**config.mk**
```make
export PLATFORM = sky130hd
export DESIGN_NAME = slw_watchdog
export DESIGN_NICKNAME = d
export VERILOG_FILES = /design/src/core/slw_pkg.sv /design/src/core/slw_watchdog.sv
export SDC_FILE = /design/constraint.sdc
export NUM_CORES = 1
export LEC_CHECK = 0
export BUFFER_PORTS_ARGS = -buffer_cell sky130_fd_sc_hd__buf_2
export CAP_MARGIN = 40
export CELL_PAD_IN_SITES_DETAIL_PLACEMENT = 1
export CELL_PAD_IN_SITES_GLOBAL_PLACEMENT = 2
export CORE_ASPECT_RATIO = 1.1
export CORE_UTILIZATION = 30
export CTS_CLUSTER_DIAMETER = 200
export DETAILED_ROUTE_END_ITERATION = 7
export GPL_TIMING_DRIVEN = 0
export PLACE_DENSITY = 0.77
export SLEW_MARGIN = 20
export SYNTH_ARGS = -nofsm -noshare
export SYNTH_HDL_FRONTEND = slang
export SYNTH_SLANG_ARGS = --single-unit
```
**constraint.sdc**
```tcl
create_clock -name mclk -period 3.4 [get_ports mclk]
set_input_delay 0.34 -clock mclk [delete_from_list [all_inputs] [get_ports mclk]]
set_output_delay 0.34 -clock mclk [all_outputs]
set_load 0.1 [all_outputs]
```
**src/core/slw_pkg.sv**
```systemverilog
// Package for the serial link watchdog and parameter lock block.
// Assumes a 100 MHz mclk; all users reference items as slw_pkg::name.
package slw_pkg;
    // Register byte offsets on the Avalon-MM slave
    localparam logic [4:0] ADDR_LINK = 5'h00; // node addr, baud, protocol
    localparam logic [4:0] ADDR_WDOG = 5'h04; // watchdog limit and action
    localparam logic [4:0] ADDR_CTRLW = 5'h08; // control word telegram
    localparam logic [4:0] ADDR_LOCK = 5'h0c; // lock setting
    localparam logic [4:0] ADDR_CODE = 5'h10; // stored access code
    localparam logic [4:0] ADDR_ENTRY = 5'h14; // access entry
    localparam logic [4:0] ADDR_STAT = 5'h18; // status, write 1 to clear
    localparam logic [4:0] ADDR_MASK = 5'h1c; // interrupt mask
    // Link register fields
    localparam int ADDR_LSB = 0; // node address bits 5:0
    localparam int BAUD_LSB = 8; // baud select bits 10:8
    localparam int PROT_BIT = 16; // protocol enable
    // Watchdog register fields
    localparam int WSEL_LSB = 0; // limit select bits 2:0
    localparam int WACT_BIT = 4; // 0 trip, 1 coast
    // Status bits
    localparam int ST_TRIP = 0;
    localparam int ST_COAST = 1;
    localparam int ST_REJ = 2;
    localparam int ST_TELEG = 3;
    // Reset values
    localparam logic [31:0] LINK_RST = 32'h0000_0000;
    localparam logic [31:0] WDOG_RST = 32'h0000_0000;
    localparam logic [15:0] CODE_RST = 16'h0065; // 101
    localparam logic [2:0] BAUD_MAX = 3'h4; // 9.6,19.2,38.4,57.6,115.2
    // Timeouts in ms and cycle counts at 100 MHz
    localparam int CLK_MHZ = 100;
    localparam int T30_MS = 30;
    localparam int T100_MS = 100;
    localparam int T1000_MS = 1000;
    localparam int T3000_MS = 3000;
    localparam int CYC_PER_MS = CLK_MHZ * 1000;
    localparam logic [31:0] T30_CYC = 32'(T30_MS * CYC_PER_MS);
    localparam logic [31:0] T100_CYC = 32'(T100_MS * CYC_PER_MS);
    localparam logic [31:0] T1000_CYC = 32'(T1000_MS * CYC_PER_MS);
    localparam logic [31:0] T3000_CYC = 32'(T3000_MS * CYC_PER_MS);
    typedef enum logic [2:0] {
        ST_IDLE = 3'b001,
        ST_RUN = 3'b010,
        ST_DONE = 3'b100
    } slw_wd_e;
endpackage

```
**src/core/slw_watchdog.sv**
```systemverilog
// Serial link settings, control word watchdog and parameter write lock.
// Assumes synchronous inputs on mclk and an Avalon-MM master.
//
// What this block does
// - Node address register holds 0 to 63; master addresses that value.
// - Baud select spans 9.6 to 115.2 kbps; both ends use it.
// - Protocol bit at reset keeps fieldbus off, port free for accessory.
// - When enabled, time interval since last control word telegram.
// - Limit select: disabled, 30, 100, 1000 or 3000 ms.
// - Trip action on expiry raises loss of communication trip.
// - Coast action on expiry disables output at once, no trip.
// - Extended access only after stored access code entered.
// - Lock 0: every parameter readable and writable, but code reads and lock and code writes need extended access.
// - Lock 1: parameters readable; link, watchdog and code changes rejected.
`timescale 1ns/100ps
module slw_watchdog #(
    parameter logic [31:0] T30_CYC = slw_pkg::T30_CYC, // 30 ms count
    parameter logic [31:0] T100_CYC = slw_pkg::T100_CYC, // 100 ms count
    parameter logic [31:0] T1000_CYC = slw_pkg::T1000_CYC, // 1 s count
    parameter logic [31:0] T3000_CYC = slw_pkg::T3000_CYC // 3 s count
) (
    input wire logic mclk, // System clock
    input wire logic rstn, // Synchronous reset, active low
    input wire logic [4:0] avs_address, // Byte address
    input wire logic avs_read, // Read strobe
    input wire logic avs_write, // Write strobe
    input wire logic [31:0] avs_writedata, // Write data
    input wire logic [3:0] avs_byteenable, // Byte enables
    output logic [31:0] avs_readdata, // Read data
    output logic avs_waitrequest, // Stall
    input wire logic drive_enable, // Drive run enable
    output logic output_enable, // Drive output allowed
    output logic comm_trip, // Loss of communication trip
    output logic ext_access, // Extended parameters unlocked
    output logic protocol_en, // Fieldbus protocol active
    output logic [5:0] node_address, // Serial node address
    output logic [2:0] baud_sel, // Bit rate select
    output logic irq // Interrupt, level high
);
    // Zero counts would make the limit decode read as disabled
    if (T30_CYC == 32'h0000_0000 || T100_CYC == 32'h0000_0000 ||
        T1000_CYC == 32'h0000_0000 || T3000_CYC == 32'h0000_0000) begin : g_bad_cyc
        $error("slw_watchdog: timeout counts must be nonzero");
    end

    ////////////////////////////////////////////////////////////////////
    // Bus handshake: one wait cycle, answer on the second edge
    logic ack_q, ack_d;
    logic [31:0] rdata_q, rdata_d;
    logic req;
    logic wr_acc;
    assign req = avs_read | avs_write;
    assign wr_acc = avs_write & ack_q;

    function automatic logic [31:0] merge(input logic [31:0] old,
                                          input logic [31:0] wd,
                                          input logic [3:0] be);
        logic [31:0] r;
        r = old;
        for (int i = 0; i < 4; i++) begin
            if (be[i]) begin
                r[i*8 +: 8] = wd[i*8 +: 8];
            end
        end
        return r;
    endfunction

    ////////////////////////////////////////////////////////////////////
    // Register file
    logic [31:0] link_q, link_d;
    logic [31:0] wdog_q, wdog_d;
    logic [15:0] ctrlw_q, ctrlw_d;
    logic lock_q, lock_d;
    logic [15:0] code_q, code_d;
    logic ext_q, ext_d;
    logic [3:0] stat_q, stat_d;
    logic [3:0] mask_q, mask_d;
    logic [3:0] ev;
    logic teleg;
    logic [31:0] m;
    logic wr_locked;

    assign teleg = wr_acc && avs_address == slw_pkg::ADDR_CTRLW;

    always_comb begin
        link_d = link_q;
        wdog_d = wdog_q;
        ctrlw_d = ctrlw_q;
        lock_d = lock_q;
        code_d = code_q;
        ext_d = ext_q;
        mask_d = mask_q;
        wr_locked = 1'b0;
        m = 32'h0000_0000;
        if (wr_acc) begin
            unique case (avs_address)
                slw_pkg::ADDR_LINK: begin
                    m = merge(link_q, avs_writedata, avs_byteenable);
                    if (lock_q) begin
                        wr_locked = 1'b1;
                    end else if (m[slw_pkg::ADDR_LSB +: 6] <= 6'h3f &&
                        m[slw_pkg::BAUD_LSB +: 3] <= slw_pkg::BAUD_MAX) begin
                        link_d = m & 32'h0001_073f;
                    end
                end
                slw_pkg::ADDR_WDOG: begin
                    m = merge(wdog_q, avs_writedata, avs_byteenable);
                    if (lock_q) begin
                        wr_locked = 1'b1;
                    end else if (m[slw_pkg::WSEL_LSB +: 3] <= 3'h4) begin
                        wdog_d = m & 32'h0000_0017;
                    end
                end
                slw_pkg::ADDR_CTRLW: begin
                    ctrlw_d = avs_writedata[15:0];
                end
                slw_pkg::ADDR_LOCK: begin
                    if (ext_q) begin
                        lock_d = avs_writedata[0];
                    end else begin
                        wr_locked = 1'b1;
                    end
                end
                slw_pkg::ADDR_CODE: begin
                    if (ext_q && !lock_q) begin
                        code_d = avs_writedata[15:0];
                    end else begin
                        wr_locked = 1'b1;
                    end
                end
                slw_pkg::ADDR_ENTRY: begin
                    ext_d = avs_writedata[15:0] == code_q;
                end
                slw_pkg::ADDR_MASK: begin
                    mask_d = avs_writedata[3:0];
                end
                default: begin
                end
            endcase
        end
    end

    always_ff @(posedge mclk) begin
        if (!rstn) begin
            link_q <= slw_pkg::LINK_RST;
            wdog_q <= slw_pkg::WDOG_RST;
            ctrlw_q <= 16'h0000;
            lock_q <= 1'b0;
            code_q <= slw_pkg::CODE_RST;
            ext_q <= 1'b0;
            mask_q <= 4'h0;
        end else begin
            link_q <= link_d;
            wdog_q <= wdog_d;
            ctrlw_q <= ctrlw_d;
            lock_q <= lock_d;
            code_q <= code_d;
            ext_q <= ext_d;
            mask_q <= mask_d;
        end
    end

    ////////////////////////////////////////////////////////////////////
    // Watchdog timer
    slw_pkg::slw_wd_e wd_q, wd_d;
    logic [31:0] cnt_q, cnt_d;
    logic [31:0] limit;
    logic trip_q, trip_d;
    logic coast_q, coast_d;
    logic expire;
    logic wd_on;

    always_comb begin
        unique case (wdog_q[slw_pkg::WSEL_LSB +: 3])
            3'h1: limit = T30_CYC;
            3'h2: limit = T100_CYC;
            3'h3: limit = T1000_CYC;
            3'h4: limit = T3000_CYC;
            default: limit = 32'h0000_0000;
        endcase
    end

    assign wd_on = limit != 32'h0000_0000 && drive_enable;

    always_comb begin
        wd_d = wd_q;
        cnt_d = cnt_q;
        expire = 1'b0;
        unique case (wd_q)
            slw_pkg::ST_IDLE: begin
                cnt_d = 32'h0000_0000;
                if (wd_on) begin
                    wd_d = slw_pkg::ST_RUN;
                end
            end
            slw_pkg::ST_RUN: begin
                if (!wd_on) begin
                    wd_d = slw_pkg::ST_IDLE;
                end else if (teleg) begin
                    cnt_d = 32'h0000_0000;
                end else if (cnt_q + 32'h0000_0001 >= limit) begin
                    expire = 1'b1;
                    wd_d = slw_pkg::ST_DONE;
                end else begin
                    cnt_d = cnt_q + 32'h0000_0001;
                end
            end
            slw_pkg::ST_DONE: begin
                if (!drive_enable) begin
                    wd_d = slw_pkg::ST_IDLE;
                end
            end
            default: wd_d = slw_pkg::ST_IDLE;
        endcase
    end

    always_comb begin
        trip_d = trip_q;
        coast_d = coast_q;
        if (expire && !wdog_q[slw_pkg::WACT_BIT]) begin
            trip_d = 1'b1;
        end
        if (expire && wdog_q[slw_pkg::WACT_BIT]) begin
            coast_d = 1'b1;
        end
        if (!drive_enable && wd_q == slw_pkg::ST_IDLE) begin
            coast_d = 1'b0;
        end
        if (!drive_enable && wr_acc && avs_address == slw_pkg::ADDR_STAT &&
            avs_writedata[slw_pkg::ST_TRIP]) begin
            trip_d = 1'b0;
        end
        if (expire && !wdog_q[slw_pkg::WACT_BIT]) begin
            trip_d = 1'b1;
        end
    end

    ////////////////////////////////////////////////////////////////////
    // Status, interrupt and outputs
    assign ev = {teleg, wr_locked, expire & wdog_q[slw_pkg::WACT_BIT],
                 expire & ~wdog_q[slw_pkg::WACT_BIT]};

    always_comb begin
        stat_d = stat_q;
        if (wr_acc && avs_address == slw_pkg::ADDR_STAT) begin
            stat_d = stat_q & ~avs_writedata[3:0];
        end
        stat_d = stat_d | ev;
    end

    always_comb begin
        ack_d = req & ~ack_q;
        rdata_d = rdata_q; // Held until the next read answer
        if (avs_read && !ack_q) begin
            unique case (avs_address)
                slw_pkg::ADDR_LINK: rdata_d = link_q;
                slw_pkg::ADDR_WDOG: rdata_d = wdog_q;
                slw_pkg::ADDR_CTRLW: rdata_d = {16'h0000, ctrlw_q};
                slw_pkg::ADDR_LOCK: rdata_d = {31'h0000_0000, lock_q};
                slw_pkg::ADDR_CODE: rdata_d = ext_q ? {16'h0000, code_q} :
                                              32'h0000_0000;
                slw_pkg::ADDR_ENTRY: rdata_d = {31'h0000_0000, ext_q};
                slw_pkg::ADDR_STAT: rdata_d = {28'h000_0000, stat_q};
                slw_pkg::ADDR_MASK: rdata_d = {28'h000_0000, mask_q};
                default: rdata_d = 32'h0000_0000;
            endcase
        end
    end

    always_ff @(posedge mclk) begin
        if (!rstn) begin
            wd_q <= slw_pkg::ST_IDLE;
            cnt_q <= 32'h0000_0000;
            trip_q <= 1'b0;
            coast_q <= 1'b0;
            stat_q <= 4'h0;
            ack_q <= 1'b0;
            rdata_q <= 32'h0000_0000;
            avs_readdata <= 32'h0000_0000;
            avs_waitrequest <= 1'b1;
            output_enable <= 1'b0;
            comm_trip <= 1'b0;
            ext_access <= 1'b0;
            protocol_en <= 1'b0;
            node_address <= 6'h00;
            baud_sel <= 3'h0;
            irq <= 1'b0;
        end else begin
            wd_q <= wd_d;
            cnt_q <= cnt_d;
            trip_q <= trip_d;
            coast_q <= coast_d;
            stat_q <= stat_d;
            ack_q <= ack_d;
            rdata_q <= rdata_d;
            avs_readdata <= rdata_d;
            avs_waitrequest <= ~(req & ~ack_q);
            output_enable <= drive_enable & ~trip_d & ~coast_d;
            comm_trip <= trip_d;
            ext_access <= ext_d;
            protocol_en <= link_d[slw_pkg::PROT_BIT];
            node_address <= link_d[slw_pkg::ADDR_LSB +: 6];
            baud_sel <= link_d[slw_pkg::BAUD_LSB +: 3];
            irq <= |(stat_d & mask_d);
        end
    end
endmodule // slw_watchdog

```
==> results of run 1 <==
==> path summary, 6_finish.rpt <==
kind	startpoint	end	slack (ns)	depth (start not counted)
min	avs_writedata[16]	link_q[16]$_SDFFE_PN0P_	0.16	3
min reg2reg	rdata_q[16]$_SDFFE_PN0P_	rdata_q[16]$_SDFFE_PN0P_	0.45	2
max	cnt_q[5]$_SDFFE_PN0P_	cnt_q[2]$_SDFFE_PN0P_	-0.39	16
max reg2reg	cnt_q[5]$_SDFFE_PN0P_	cnt_q[2]$_SDFFE_PN0P_	-0.39	16
==> worst max-delay path: stages, from the launching register on <==
cell and delay, ns:
dfxtp_4 0.36, nand4_4 0.14, or3_4 0.40, or3_4 0.39
inv_4 0.07, nand3_4 0.08, xnor2_2 0.17, ha_1 0.31
nand4_1 0.14, a211oi_2 0.17, nand4_1 0.14, o2111a_2 0.32
o211ai_1 0.33, buf_6 0.22, buf_6 0.13, nor4_2 0.04
a221o_1 0.26
==> per-stage QoR <==
stage               power, mW  TNS [ns]
finish                   3.64    -11.76
CTS                      3.64    -11.19
global route             3.78    -17.06
detailed placement       1.92    -32.85
floorplan                1.78    -0.414
global placement         1.92    -33.29
==> cells in the mapped netlist (all sizes together), types with 5 or more instances <==
| library cell | instances |
|---|---|
| ha | 20 |
| nand3 | 34 |
| nand2 | 126 |
| nor2 | 76 |
| a22oi | 5 |
| inv | 15 |
| buf | 21 |
| o31ai | 6 |
| nor2b | 9 |
| a211oi | 9 |
| and3 | 25 |
| a221o | 11 |
| xnor2 | 18 |
| or2 | 5 |
| a211o | 5 |
| clkbuf | 44 |
| dfxtp | 114 |
| mux2i | 30 |
| a221oi | 8 |
| nor4 | 13 |
| o21ai | 17 |
| xor2 | 21 |
| nand4 | 13 |
| nor3 | 20 |
| nand2b | 6 |
| o22ai | 5 |
| a41oi | 6 |
| a21oi | 44 |
| and2 | 9 |
==> where the power goes <==
| part | switching, mW | internal (mW) | leakage [nW] |
|---|---|---|---|
| sequential | 0.0198 | 1.35 | 0.932 |
| clock | 0.709 | 0.958 | 0.272 |
| combinational | 0.429 | 0.178 | 2.17 |
| total | 1.16 | 2.49 | 3.37 |
==> logic make-up (layout without fill, tap and decap cells) <==
kind of cell / after synthesis / after routing
other: 1 / 15
AO/OA/AOI/OAI: 146 / 146
adder cells (fa/ha/maj): 20 / 20
flip-flops: 114 / 114
multiplexers: 33 / 33
XOR/XNOR: 39 / 39
buffers and inverters: 80 / 199
AND/OR/NAND/NOR: 354 / 355
==> repair_timing <==
item                       4_1_cts  5_1_grt
pin swaps                       29       29
cloned                           1        2
setup endpoints to repair       40       40
hold buffers                     0        0
resized for setup               48       26
buffers inserted                24       10
==> final cells by class <==
cell class / count / share of cell area
multi-input combinational: 608 / 0.493
sequential: 114 / 0.282
timing repair buffer: 90 / 0.0722
clock buffer: 18 / 0.0532
buffer: 62 / 0.0412
tap: 256 / 0.0388
clock inverter: 14 / 0.0126
inverter: 15 / 0.00713
==> routing by layer <==
layer  global-route usage  share of wire
met4               0.0570          0.010
met2                0.369           0.50
met1                0.267           0.46
met3               0.0318          0.031
met5                    0              0
==> state kept, by name, summed over array words and instances, names as in the netlist <==
register / count
avs_waitrequest: 1
irq: 1
trip_q: 1
cnt_q: 32
ext_access: 1
link_q: 10
ack_q: 1
stat_q: 4
rdata_q: 17
wd_q: 3
ctrlw_q: 16
mask_q: 4
coast_q: 1
output_enable: 1
code_q: 16
lock_q: 1
wdog_q: 4
==> run_results.csv, run 1 <==
group,metric,value,unit
floorplan,die_area,21600,um2
yosys,ys_types,62,
yosys,synth_xor_area_frac,0.0541,
global_route,grt_max_degree,17,
detailed_routing,drc,0,
cells_and_area,drive_gt1_frac,0.239,
floorplan,chipHeight,154,um
cts,clockRootBuffer,"clkbuf_16",
yosys,synth-adder-area-share,0.0396,
setup_path,critPathKind,"reg2reg",
min_path,hold_class,"in2reg",
outcome,violations,"negative setup slack",
global_route,antenna_found_initial,0,
cells_and_area,antenna_cells,0,
place,dp_cells,1114,
setup_path,endpoint_kind,"flip-flop",
yosys,synth_mux_area_frac,0.0547,
detailed_routing,routed_wl,22.5,mm
yosys,yosysWarnings,0,
place,place.gp.congestion,0.852,
timing,fmax,264,MHz
setup_path,worstPathArrival,4.10,ns
cells_and_area,multi_input_area,4070,um2
detailed_routing,drt_iter0_markers,316,
floorplan,io_pins,93,
cells_and_area,layout_common_cells,"123 x nand2_1, 99 x dfxtp_1, 74 x nor2_1",
global_route,grt_pass1_vias,6177,
setup_path,required,3.71,ns
outcome,status,"finished, violations left",
global_route,grt_pass1_wl,34.7,mm
yosys,seq_area_frac_synth,0.361,
power,p_leak,3.37,nW
place,place_ws,-0.971,ns
yosys,synthesis.area,6310,um2
yosys,ys.flop_type,"dfxtp_1",
yosys,synth_top_cell_by_area,"dfxtp_1",
cells_and_area,post-route-cell-area,8250,um2
place,io_buffers,57,
floorplan,die_w,140,um
setup_path,cp-start-kind,"flip-flop",
detailed_routing,ant_nets,0,
cells_and_area,layout_commonest_cell,"nand2_1",
cts,cts.htree.levels,4,
global_route,grt_usage,0.210,
yosys,synth-edff-count,0,
cells_and_area,fin_cells,1177,
cts,clock-sinks,114,
timing,rsz0062_at_grt,"true",
power,p_per_area,442,nW/um2
cts,cts_tree,"done",
setup_path,cp_max_fo,8,
timing,maxSlewHeadroom,0.463,
place,hpwl,15.8,mm
yosys,synth_top_family_by_area,"simple AND/OR/NAND/NOR gates",
global_route,grt_overflow,0,
timing,hold_viol_final,0,
yosys,avgSynthCellArea,8.02,um2
timing,tightest_slew,0.804,ns
yosys,synth-seq-cells,114,
floorplan,rows,55,
cells_and_area,fillers,2470,
cts,cts_made_buffers,17,
job,maxCapViolCount,0,
power,ir_drop,0.000321,V
cts,clk_pin_slew,0.06,ns
cells_and_area,ff_latch_area,2330,um2
yosys,synth-compound-area-share,0.165,
floorplan,coreArea,20600,um2
timing,hold_ws,0.164,ns
place,dpl_cell_area,7080,um2
timing,min_period_over_period,1.12,
timing,skew,0.00805,ns
detailed_routing,post_drt_wl_per_cell,19.2,um
cells_and_area,area_growth,30.7,%
cells_and_area,fin_nets,974,
timing,fin_crit,3.79,ns
floorplan,start_util,0.307,
cts,cts_buffer_depth,2,
yosys,synthSimpleGateAreaFrac,0.265,
timing,setup_violations,40,
detailed_routing,vias,6236,
yosys,netlist.area_leader.share,0.361,
cts,clk_latency,0.42,ns
detailed_routing,first_pass_iters,5,
timing,slew_violations,0,
yosys,async_flop_share,0,
timing,setup_slack,-0.393,ns
detailed_routing,vias_per_cell,5.30,
yosys,ys_top_cells_by_area,"dfxtp_1 36%, nand2_1 7.5%, mux2i_1 4.8%",
cells_and_area,final_core_util,0.401,
yosys,synthesis.instances,787,
(Power assumes the default switching activity.)
==> run 2: changes to the inputs <==
Settings changed: CELL_PAD_IN_SITES_DETAIL_PLACEMENT 1 to not set, CELL_PAD_IN_SITES_GLOBAL_PLACEMENT 2 to not set, CORE_UTILIZATION 30 to 52, PLACE_DENSITY 0.77 to 0.79.
==> run 2 against run 1 <==
  * The flow still finishes with violations (negative setup slack)
  * Clock power is essentially flat
  * Highest routed layer unchanged
  * Critical endpoint unchanged
  * Worst setup slack better by 0.059 ns
  * Worst hold slack better by 0.0059 ns
  * First-iteration DRC count up 100%
  * Combinational power down 7.9%
  * Global-route usage is 10 points higher
  * Sequential power about the same
  * Fmax increased by 1.6%
  * Core utilization rose by 29 points
==> run_results.csv, run 2 (same netlist as run 1, synthesis figures left out) <==
group,metric,value,unit
place,io_buffers,57,
cells_and_area,antenna_cells,0,
outcome,violations,"negative setup slack",
timing,skew,0.00660,ns
place,place.gp.congestion,0.942,
timing,maxSlewHeadroom,0.472,
setup_path,worstPathArrival,4.03,ns
timing,setup_violations,40,
floorplan,start_util,0.542,
floorplan,die_area,12600,um2
cts,clock-sinks,114,
cells_and_area,top_regs,"cnt_q x32, rdata_q x17",
detailed_routing,first_pass_iters,5,
outcome,status,"finished, violations left",
timing,fmax,268,MHz
timing,fin_crit,3.73,ns
cts,cts_made_buffers,17,
cells_and_area,layout_commonest_cell,"nand2_1",
setup_path,rrSetupSlack,-0.33,ns
detailed_routing,ant_nets,0,
timing,slew_violations,0,
floorplan,coreArea,11600,um2
floorplan,chipHeight,118,um
cells_and_area,drive_gt1_frac,0.228,
cts,clk_latency,0.42,ns
place,hpwl,12.7,mm
timing,tightest_slew,0.789,ns
global_route,grt_max_degree,17,
cells_and_area,fin_nets,978,
cells_and_area,largest_reg_flops,32,
floorplan,rows,41,
cts,cts.htree.levels,4,
global_route,grt_pass1_vias,6143,
detailed_routing,drc,0,
timing,setup_slack,-0.335,ns
detailed_routing,drt_iter0_markers,643,
setup_path,cp_max_fo,6,
global_route,grt_overflow,0,
detailed_routing,vias_per_cell,6.00,
cts,cts_tree,"done",
power,power,3.63,mW
floorplan,die_w,107,um
global_route,antenna_found_initial,0,
global_route,grt_pass1_wl,31.0,mm
cells_and_area,layout_common_cells,"122 x nand2_1, 100 x dfxtp_1, 74 x nor2_1",
timing,rsz0062_at_grt,"true",
timing,min_period_over_period,1.10,
detailed_routing,routed_wl,19.4,mm
setup_path,critPathKind,"reg2reg",
detailed_routing,vias,6453,
power,p_per_area,451,nW/um2
cells_and_area,largest_register,"cnt_q",
power,p_leak,3.34,nW
setup_path,cp-start-kind,"flip-flop",
cts,cts_buffer_depth,2,
cts,clk_pin_slew,0.06,ns
job,maxCapViolCount,0,
place,place_ws,-0.833,ns
cts,clockRootBuffer,"clkbuf_16",
global_route,grt_usage,0.315,
timing,hold_viol_final,0,
cells_and_area,area_growth,27.7,%
setup_path,required,3.70,ns
detailed_routing,post_drt_wl_per_cell,18.1,um
min_path,hold_class,"in2reg",
setup_path,endpoint_kind,"flip-flop",
floorplan,io_pins,93,
power,ir_drop,0.000419,V
-- run 2: report_power, final --
part           internal, mW  leakage [nW]  switching (mW)
combinational         0.154          2.14           0.405
clock                  1.01         0.268           0.690
sequential             1.35         0.932          0.0235
-- run 2: cell type report --
cell class,instances,area (um2)
Sequential cell,114,2330
Inverter,15,58.8
Multi-Input combinational cell,607,4000
Timing Repair Buffer,95,607
Tap cell,150,188
Clock buffer,18,429
Clock inverter,14,130
Buffer,62,329
Fill cell,904,3580
-- run 2: worst paths after layout --
path                                         startpoint  cells after the start                      end
worst max-delay path              cnt_q[6]$_SDFFE_PN0P_                     16    cnt_q[2]$_SDFFE_PN0P_
worst min-delay path                       drive_enable                      2     wd_q[0]$_SDFFE_PN1P_
worst max register to register    cnt_q[6]$_SDFFE_PN0P_                     16    cnt_q[2]$_SDFFE_PN0P_
worst min register to register  ctrlw_q[2]$_SDFFE_PN0P_                      2  ctrlw_q[2]$_SDFFE_PN0P_
-- run 2: through the flow --
step / hold WS, ns / TNS (ns) / cells / area [um2] / utilization
floorplan: 0.406 / -0.414 / 801 / 6470 / -
global placement: 0.441 / -27.30 / 1008 / 6950 / 0.596
detailed placement: 0.445 / -28.55 / 1009 / 6950 / 0.597
CTS: 0.163 / -6.42 / 1068 / 7970 / 0.684
global route: 0.168 / -15.11 / 1075 / 8060 / 0.692
finish: 0.170 / -10.27 / 1075 / 8060 / 0.692
-- run 2: timing repair --
action / 4_1_cts / 5_1_grt
setup buffers: 27 / 9
gates cloned: 2 / 0
endpoints found under the setup margin: 40 / 40
resized for setup: 55 / 12
pin swaps: 29 / 24
hold buffers: 0 / 0
-- run 2: worst max-delay path, stage by stage, from the launching register on --
cell and delay (ns):
dfxtp_4 0.37, nand4_4 0.14, or3_4 0.42, or3_4 0.40, inv_4 0.07, nand3_4 0.08, xnor2_2 0.16, ha_1 0.29
nand4_1 0.16, buf_4 0.19, a311o_1 0.27, o2111a_2 0.16, o211ai_1 0.24, buf_4 0.22, buf_6 0.13, nor4_2 0.05
a221o_1 0.26
-- run 2: layer usage --
layer | track usage | share of wire | wire, um | vias up
li1 | - | - | - | 3045
met1 | 0.376 | 0.38 | 7460 | 2978
met2 | 0.523 | 0.49 | 9610 | 351
met3 | 0.0698 | 0.076 | 1480 | 79
met4 | 0.164 | 0.046 | 894 | 0
met5 | 0 | 0 | 0 | -
